[config.mk]
export PLATFORM = sky130hd
export DESIGN_NAME = sdram_bank_fsm
export DESIGN_NICKNAME = d
export VERILOG_FILES = /design/src/verilog/bank_countdown.v /design/src/verilog/sdram_bank_fsm.v
export VERILOG_INCLUDE_DIRS = /design/src /design/src/common
export SDC_FILE = /design/constraint.sdc
export NUM_CORES = 1
export LEC_CHECK = 0
export ABC_CLOCK_PERIOD_IN_PS = 3500
export BUFFER_PORTS_ARGS = -buffer_cell sky130_fd_sc_hd__buf_2
export CAP_MARGIN = 20
export CORE_ASPECT_RATIO = 0.8
export CORE_MARGIN = 2
export CORE_UTILIZATION = 45
export CTS_BUF_LIST = sky130_fd_sc_hd__clkbuf_16
export CTS_CLUSTER_SIZE = 12
export DETAILED_ROUTE_END_ITERATION = 6
export SYNTH_ARGS = -nofsm -noshare
export SYNTH_HDL_FRONTEND = slang
export SYNTH_SLANG_ARGS = --single-unit
[constraint.sdc]
create_clock -name ref_clk -period 3.5 [get_ports ref_clk]
set_input_delay 0.35 -clock ref_clk [delete_from_list [all_inputs] [get_ports ref_clk]]
set_output_delay 0.35 -clock ref_clk [all_outputs]
set_load 0.02 [all_outputs]
[src/common/sdram_bank_map.vh]
// Operation
// chip select high is inhibit; all strobes high is nop; both keep operations running
// idle bank decodes row strobe low alone as activate, opening a row
// refresh and mode load are device wide; controller issues them with all banks idle
// precharge to an idle bank leaves it idle, acting as nop
// row active bank decodes column strobe low as read, or write with write enable
// read or write during plain burst restarts burst at the new column
// precharge during plain burst cuts the burst and starts precharging
// burst terminate stops the most recently registered burst, whatever its bank
// decoding applies only while clock enable was and is high
// bank is idle only after precharge and full row precharge time
// bank is row active after activate plus activate-to-column delay, no burst
// controller sends nothing to a bank in a timed transient state
// precharging starts on precharge and ends at row precharge time, then idle
// row activating starts on activate, ends at activate delay, then row active
// read or write with auto precharge holds bank until precharge time, then idle
// controller sends only inhibit or nop during refresh, mode load, precharge all
// refreshing lasts refresh cycle time, then all banks idle
// mode register access lasts mode set delay, then all banks idle
// precharge all lasts row precharge time, then all banks idle
// controller ensures every bank may precharge before precharge all
// commands to other banks stay accepted while one bank is busy
// controller never issues unsupported state and command pairs
// address bit ten enables auto precharge on read or write; bank bits select
// precharge with bit ten low hits one bank, high hits all banks
// timing windows are cycle count parameters, one countdown per bank plus device
`ifndef SDRAM_BANK_MAP_VH
`define SDRAM_BANK_MAP_VH
// bank states
`define BST_IDLE     3'h0
`define BST_ACTING   3'h1
`define BST_ACTIVE   3'h2
`define BST_READ     3'h3
`define BST_WRITE    3'h4
`define BST_READ_AP  3'h5
`define BST_WRITE_AP 3'h6
`define BST_PRECH    3'h7
// device states
`define DST_NORMAL   2'h0
`define DST_REFRESH  2'h1
`define DST_MODE     2'h2
`define DST_PREALL   2'h3
// command codes {ras_n,cas_n,we_n}
`define CMD_ACT      3'h3
`define CMD_REF      3'h1
`define CMD_LMR      3'h0
`define CMD_PRE      3'h2
`define CMD_RD       3'h5
`define CMD_WR       3'h4
`define CMD_BST      3'h6
`define CMD_NOP      3'h7
// default timing counts in cycles
`define T_RP_CYC     8'h03
`define T_RCD_CYC    8'h03
`define T_RFC_CYC    8'h04
`define T_MRD_CYC    8'h02
`define CNT_ZERO     8'h00
`define CNT_ONE      8'h01
`endif

[src/verilog/bank_countdown.v]
`timescale 1ns/10ps
`include "sdram_bank_map.vh"
// loadable down counter; done pulses as the count expires
module bank_countdown #(
	parameter W = 8
) (
	// clock and reset
	input  wire         ref_clk,
	input  wire         srst,
	// control
	input  wire         load,
	input  wire [W-1:0] load_val,
	// status
	output wire         running,
	output wire         done
);
	reg [W-1:0] cnt_q;

	// load wins over counting so a restart is never lost
	always @(posedge ref_clk) begin
		if (srst)
			cnt_q <= {W{1'b0}};
		else if (load)
			cnt_q <= load_val;
		else if (cnt_q != {W{1'b0}})
			cnt_q <= cnt_q - {{(W-1){1'b0}}, 1'b1};
	end

	assign running = (cnt_q != {W{1'b0}});
	assign done    = (cnt_q == {{(W-1){1'b0}}, 1'b1}) && !load;
endmodule // bank_countdown

[src/verilog/sdram_bank_fsm.v]
`timescale 1ns/10ps
`include "sdram_bank_map.vh"
// command decoder and per-bank state tracker
module sdram_bank_fsm #(
	parameter       NB    = 4,
	parameter       BAW   = 2,
	parameter [7:0] T_RP  = `T_RP_CYC,
	parameter [7:0] T_RCD = `T_RCD_CYC,
	parameter [7:0] T_RFC = `T_RFC_CYC,
	parameter [7:0] T_MRD = `T_MRD_CYC
) (
	// clock and reset
	input  wire            ref_clk,
	input  wire            srst,
	// command pins, sampled as async inputs
	input  wire            cke,
	input  wire            cs_n,
	input  wire            ras_n,
	input  wire            cas_n,
	input  wire            we_n,
	input  wire            a10,
	input  wire [BAW-1:0]  ba,
	// state outputs
	output reg  [3*NB-1:0] bank_state,
	output reg  [1:0]      dev_state,
	output reg             all_idle,
	output reg             burst_live,
	output reg  [BAW-1:0]  burst_bank,
	output reg             cmd_illegal
);
	// two stage synchronisers on all pins; costs two cycles of latency
	reg [7+BAW-1:0] s1_q;
	reg [7+BAW-1:0] s2_q;
	reg             cke_prev_q;

	// first stage; only the second stage may read it
	always @(posedge ref_clk) begin
		if (srst)
			s1_q <= {(7+BAW){1'b0}};
		else
			s1_q <= {cke, cs_n, ras_n, cas_n, we_n, a10, 1'b0, ba};
	end

	// second stage feeds the decoder
	always @(posedge ref_clk) begin
		if (srst)
			s2_q <= {(7+BAW){1'b0}};
		else
			s2_q <= s1_q;
	end

	// clock enable one edge back, for the two-edge gate
	always @(posedge ref_clk) begin
		if (srst)
			cke_prev_q <= 1'b0;
		else
			cke_prev_q <= s2_q[6+BAW];
	end

	wire           p_cke  = s2_q[6+BAW];
	wire           p_cs_n = s2_q[5+BAW];
	wire [2:0]     p_cmd  = s2_q[4+BAW:2+BAW];
	wire           p_a10  = s2_q[1+BAW];
	wire [BAW-1:0] p_ba   = s2_q[BAW-1:0];

	// decode is gated by clock enable on both edges
	wire valid = p_cke && cke_prev_q && !p_cs_n; // inhibit drops
	reg  is_act;
	reg  is_ref;
	reg  is_lmr;
	reg  is_pre;
	reg  is_rd;
	reg  is_wr;
	reg  is_bst;

	// one strobe per command; nop raises none
	always @* begin
		is_act = 1'b0;
		is_ref = 1'b0;
		is_lmr = 1'b0;
		is_pre = 1'b0;
		is_rd  = 1'b0;
		is_wr  = 1'b0;
		is_bst = 1'b0;
		if (valid) begin
			case (p_cmd)
			`CMD_ACT: is_act = 1'b1;
			`CMD_REF: is_ref = 1'b1;
			`CMD_LMR: is_lmr = 1'b1;
			`CMD_PRE: is_pre = 1'b1;
			`CMD_RD:  is_rd  = 1'b1;
			`CMD_WR:  is_wr  = 1'b1;
			`CMD_BST: is_bst = 1'b1;
			default:  is_act = 1'b0; // nop keeps work running
			endcase
		end
	end

	// device and bank state
	reg [1:0]     dst_q;
	reg [1:0]     dst_d;
	reg [2:0]     st_q [0:NB-1];
	reg [2:0]     st_x [0:NB-1];
	reg [2:0]     st_d [0:NB-1];

	// countdown controls
	reg [NB-1:0]  ld;
	reg [7:0]     ldv [0:NB-1];
	wire [NB-1:0] b_done;
	reg           dld;
	reg [7:0]     dldv;
	wire          d_done;

	// burst bookkeeping and flags
	reg           bl_q;
	reg           bl_d;
	reg [BAW-1:0] bb_q;
	reg [BAW-1:0] bb_d;
	reg           ill_d;
	reg           idle_all;
	reg           idle_nx;

	// loop indices, one per process
	integer       i;
	integer       e;
	integer       j;
	integer       k;
	integer       m;

	// one countdown per bank
	genvar g;
	generate
		for (g = 0; g < NB; g = g + 1) begin : g_bank
			bank_countdown #(.W(8)) u_cnt (
				.ref_clk  (ref_clk),
				.srst     (srst),
				.load     (ld[g]),
				.load_val (ldv[g]),
				.running  (),
				.done     (b_done[g])
			);
		end
	endgenerate

	// device wide countdown
	bank_countdown #(.W(8)) u_dev (
		.ref_clk  (ref_clk),
		.srst     (srst),
		.load     (dld),
		.load_val (dldv),
		.running  (),
		.done     (d_done)
	);

	// timed states fall back once their countdown expires
	always @* begin
		for (e = 0; e < NB; e = e + 1) begin
			st_x[e] = st_q[e];
			if (b_done[e]) begin
				case (st_q[e])
				`BST_ACTING:   st_x[e] = `BST_ACTIVE;
				`BST_PRECH:    st_x[e] = `BST_IDLE;
				`BST_READ_AP,
				`BST_WRITE_AP: st_x[e] = `BST_IDLE;
				default:       st_x[e] = st_q[e];
				endcase
			end
		end
	end

	// next state; timed states expire first, but the command is decoded against the state before expiry
	always @* begin
		dst_d = dst_q;
		bl_d  = bl_q;
		bb_d  = bb_q;
		dld   = 1'b0;
		dldv  = `CNT_ZERO;
		ill_d = 1'b0;
		idle_all = 1'b1;
		for (i = 0; i < NB; i = i + 1) begin
			st_d[i] = st_q[i];
			ld[i]   = 1'b0;
			ldv[i]  = `CNT_ZERO;
			if (st_q[i] != `BST_IDLE)
				idle_all = 1'b0;
		end
		case (dst_q)
		`DST_NORMAL: begin
			// expired timed states first
			for (i = 0; i < NB; i = i + 1)
				st_d[i] = st_x[i];
			if (is_ref || is_lmr) begin
				// device wide; only legal with every bank idle
				if (!idle_all)
					ill_d = 1'b1;
				dld   = 1'b1;
				bl_d  = 1'b0;
				if (is_ref) begin
					dst_d = `DST_REFRESH;
					dldv  = T_RFC;
				end else begin
					dst_d = `DST_MODE;
					dldv  = T_MRD;
				end
			end else if (is_pre && p_a10) begin
				// precharge all ignores the bank bits
				dst_d = `DST_PREALL;
				dld   = 1'b1;
				dldv  = T_RP;
				bl_d  = 1'b0;
				for (i = 0; i < NB; i = i + 1)
					st_d[i] = `BST_PRECH;
			end else if (is_bst) begin
				// stop the last burst, any bank
				if (bl_q && (st_q[bb_q] == `BST_READ ||
				    st_q[bb_q] == `BST_WRITE))
					st_d[bb_q] = `BST_ACTIVE;
				bl_d = 1'b0;
			end else if (is_act || is_pre || is_rd || is_wr) begin
				// other banks keep running meanwhile
				case (st_q[p_ba])
				`BST_IDLE: begin
					if (is_act) begin
						st_d[p_ba] = `BST_ACTING;
						ld[p_ba]   = 1'b1;
						ldv[p_ba]  = T_RCD;
					end else if (!is_pre)
						ill_d = 1'b1; // precharge stays idle
				end
				`BST_ACTIVE, `BST_READ, `BST_WRITE: begin
					if (is_rd || is_wr) begin
						// fresh burst, ap by bit ten
						bl_d = 1'b1;
						bb_d = p_ba;
						if (p_a10 && is_rd) begin
							st_d[p_ba] = `BST_READ_AP;
							ld[p_ba]   = 1'b1;
							ldv[p_ba]  = T_RP;
						end else if (p_a10) begin
							st_d[p_ba] = `BST_WRITE_AP;
							ld[p_ba]   = 1'b1;
							ldv[p_ba]  = T_RP;
						end else if (is_rd)
							st_d[p_ba] = `BST_READ;
						else
							st_d[p_ba] = `BST_WRITE;
					end else if (is_pre) begin
						// cut the burst, start precharge
						st_d[p_ba] = `BST_PRECH;
						ld[p_ba]   = 1'b1;
						ldv[p_ba]  = T_RP;
						if (bb_q == p_ba)
							bl_d = 1'b0;
					end else
						ill_d = 1'b1;
				end
				default: ill_d = 1'b1; // busy bank must not be hit
				endcase
			end
		end
		`DST_REFRESH, `DST_MODE, `DST_PREALL: begin
			// only inhibit or nop allowed here
			if (valid && p_cmd != `CMD_NOP)
				ill_d = 1'b1;
			if (d_done) begin
				dst_d = `DST_NORMAL;
				for (i = 0; i < NB; i = i + 1)
					st_d[i] = `BST_IDLE;
			end
		end
		default: dst_d = `DST_NORMAL;
		endcase
	end

	// device state and burst bookkeeping
	always @(posedge ref_clk) begin
		if (srst) begin
			dst_q <= `DST_NORMAL;
			bl_q  <= 1'b0;
			bb_q  <= {BAW{1'b0}};
		end else begin
			dst_q <= dst_d;
			bl_q  <= bl_d;
			bb_q  <= bb_d;
		end
	end

	// per-bank state registers
	always @(posedge ref_clk) begin
		if (srst) begin
			for (j = 0; j < NB; j = j + 1)
				st_q[j] <= `BST_IDLE;
		end else begin
			for (j = 0; j < NB; j = j + 1)
				st_q[j] <= st_d[j];
		end
	end

	// flattened bank states, straight from flops
	always @(posedge ref_clk) begin
		if (srst) begin
			bank_state <= {(3*NB){1'b0}};
		end else begin
			for (m = 0; m < NB; m = m + 1)
				bank_state[3*m +: 3] <= st_d[m];
		end
	end

	// all idle needs the normal device state and every bank idle
	always @* begin
		idle_nx = (dst_d == `DST_NORMAL);
		for (k = 0; k < NB; k = k + 1)
			if (st_d[k] != `BST_IDLE)
				idle_nx = 1'b0;
	end

	// registered idle level for the controller
	always @(posedge ref_clk) begin
		if (srst)
			all_idle <= 1'b1;
		else
			all_idle <= idle_nx;
	end

	// device state mirror
	always @(posedge ref_clk) begin
		if (srst)
			dev_state <= `DST_NORMAL;
		else
			dev_state <= dst_d;
	end

	// terminable burst flag
	always @(posedge ref_clk) begin
		if (srst)
			burst_live <= 1'b0;
		else
			burst_live <= bl_d;
	end

	// bank of the most recent burst
	always @(posedge ref_clk) begin
		if (srst)
			burst_bank <= {BAW{1'b0}};
		else
			burst_bank <= bb_d;
	end

	// one cycle pulse per unsupported pair; precharge all is not flagged in the normal device state, whatever the bank states
	always @(posedge ref_clk) begin
		if (srst)
			cmd_illegal <= 1'b0;
		else
			cmd_illegal <= ill_d;
	end
endmodule // sdram_bank_fsm
==> run_results.csv <==
group,metric,value,unit
routing,drt_iter0_markers,540,
routing,drt-vias-per-instance,5.97,
timing,finalHoldViolCount,0,
synth,synthDistinctLibCells,70,
job,cap_violations,0,
timing,period_minus_slack,3320,ps
min_path,hold_path_class,"primary input to register",
layout,drive_above_1_share,13.8,%
timing,fin_skew,7.58,ps
critical_path,reg2regPathDepth,9,
synth,synth_async_sr_flop_share,0,%
routing,drt-pass1-iter-count,7,
timing,worstMarginPinSlew,940,ps
timing,finalCritPeriodShare,94.9,%
synth,postSynthAreaPerCell,8.12,sq um
synth,synth-edff-count,0,
global_route,grt_pass1_wl,21100,microns
critical_path,start_kind,"register",
placement,portBuffers,28,
cts,cts.sinks,78,
global_route,grt_use_total,25.2,%
critical_path,cp.arrival,3550,ps
timing,drv_slew,0,
layout,final_nets,611,
layout,diodes,0,
global_route,antenna_found_initial,0,
cts,cts_made_buffers,9,
critical_path,critical_path_class,"register to register",
critical_path,path_cells,"mux4_2 > mux2_2 > nor4_2 > o21ai_1 > o21ai_1 > o21ai_0 > a21oi_2 > a2111oi_4 > a31o_1",
critical_path,rrSetupSlack,180,ps
power_and_ir_drop,leakagePower,2.00,nW
routing,vias,4366,
synth,ys_warn_count,0,
cts,cts.path.max_buffers,2,
power_and_ir_drop,vdd_drop_max,451,uV
synth,ys_ff_latch,78,
die,die_h,94.0,microns
synth,synth_area,4550,sq um
critical_path,worst_path_max_delay_cell,"mux4_2",
layout,layout_commonest_cell,"dfxtp_1",
synth,synthFlopType,"dfxtp_1",
critical_path,path_depth,9,
critical_path,cp_data_required_time,3730,ps
critical_path,cpMostUsedCell,"o21ai_1",
critical_path,slowest_delay,700,ps
die,rows,32,
die,start_util,46.8,%
die,core_area,9730,sq um
placement,dp_hpwl,9250,microns
die,ios,29,
layout,n_fill_cell,944,
global_route,grt_pass1_vias,4122,
layout,final_util,53.3,%
cts,htree_levels,3,
min_path,whs_path_depth,2,
placement,routabilityCongestion,0.977,
timing,rsz0062_at_grt,"false",
layout,area_delta_synth_final,13.8,%
synth,ys_seq_area_share,34.3,%
global_route,grt_max_degree,40,
cts,root_buffer,"clkbuf_16",
cts,hold_buffers,0,
timing,tns,0,ps
routing,drc,7,
cts,clk-insertion-delay-late,340,ps
cts,clkSlewWorstSetupHoldPaths,60,ps
critical_path,cp_top_family,"compound AO/OA/AOI/OAI gates",
timing,finalSetupViolCount,0,
global_route,gr-total-overflow,0,
timing,fmax,301,MHz
critical_path,critPathCaptureType,"register",
power_and_ir_drop,power_density,699,nW/um^2
timing,slew_headroom,37.3,%
outcome,violations,"DRC",
layout,final_cell_mix,"dfxtp_1, nor2_1, nand2_1, a21oi_1, nor2b_1",
critical_path,cp_num_buf_inv,0,
synth,postSynthCellCount,561,
routing,wl,12800,microns
die,die_area,10900,sq um
cts,cts_tree,"yes",
critical_path,crit_fanout,16,
synth,synth_fp_nets,581,
outcome,outcome,"complete, but fails checks",
routing,wire_per_inst,17.5,microns
routing,drtAntennaViolNets,0,
die,die_x,116,microns
-- flip-flops by register name, indices dropped and copies added, names as in the netlist, 2 cells and up, named ones only --
register,cells
g_bank.u_cnt.cnt_q,32
bank_state,12
dev_state,2
s2_q,8
s1_q,8
u_dev.cnt_q,8
burst_bank,2
-- final cells by class --
type	count	area, sq um	area share, %
clock buffers	9	225	4.34
clock inverters	6	86.3	1.67
flip-flops and latches	78	1560	30.1
repair buffers	41	238	4.58
multi-input cells	448	2860	55.1
well taps	136	170	3.28
inverters	13	48.8	0.941
-- Yosys cell counts (all sizes together), types with 10 or more instances --
cell type | count | share of area, %
nand3 | 16 | 1.8
nor2 | 61 | 5.1
inv | 13 | 1.1
dfxtp | 78 | 34
a21oi | 40 | 4.4
xnor2 | 16 | 3.1
nand2 | 44 | 3.6
nand2b | 17 | 2.3
clkbuf | 16 | 1.3
o21ai | 36 | 4.0
nor3 | 30 | 3.3
ha | 10 | 2.7
o211ai | 11 | 1.9
nor4 | 12 | 1.8
nor2b | 34 | 4.7
-- metal layers --
layer  up-vias  part of all wire [%]  global-route usage (%)
met2       204                    41                    35.2
met5         -                     0                       0
met3        47                    10                    9.74
met1      2017                    46                    34.8
met4         0                   2.7                    9.62
li1       2098                     -                       -
-- power breakdown --
group          total (mW)  internal, mW  leakage, nW  switching (mW)
Sequential           1.31          1.10        0.640           0.203
Clock               0.987         0.620        0.153           0.367
Combinational        1.33         0.606         1.20           0.722
Total                3.62          2.33         2.00            1.29
-- what timing repair did --
item	in CTS	in global routing
gates resized for setup	0	1
setup buffers	0	0
setup endpoints to repair	0	1
-- per-stage QoR --
step,setup slack (ps),std cells,hold slack [ps],instance area [sq um],power (mW)
CTS,235,731,201,5180,3.65
detailed placement,262,716,427,4870,2.64
finish,180,731,216,5180,3.62
global placement,274,716,418,4870,2.62
floorplan,688,561,414,4550,2.37
global route,12.0,731,202,5180,3.93
-- logic make-up after synthesis --
kind of cell	Yosys count	share of synthesized area (%)
AOI/OAI and AO/OA	140	20.5
xor gates and xnor gates	24	4.62
adders and majority gates	10	2.75
buffers and inverters	35	3.10
DFF	78	34.3
muxes	15	5.08
and+or+nand+nor	259	29.7
-- path summary, 6_finish.rpt --
kind              endpoint  startpoint
setup reg to reg  all_idle     s2_q[0]
hold reg to reg    s2_q[8]     s1_q[8]
setup / recovery  all_idle     s2_q[0]
hold / removal     s1_q[6]       ras_n
Note: power is estimated with default switching activity, not from simulation.
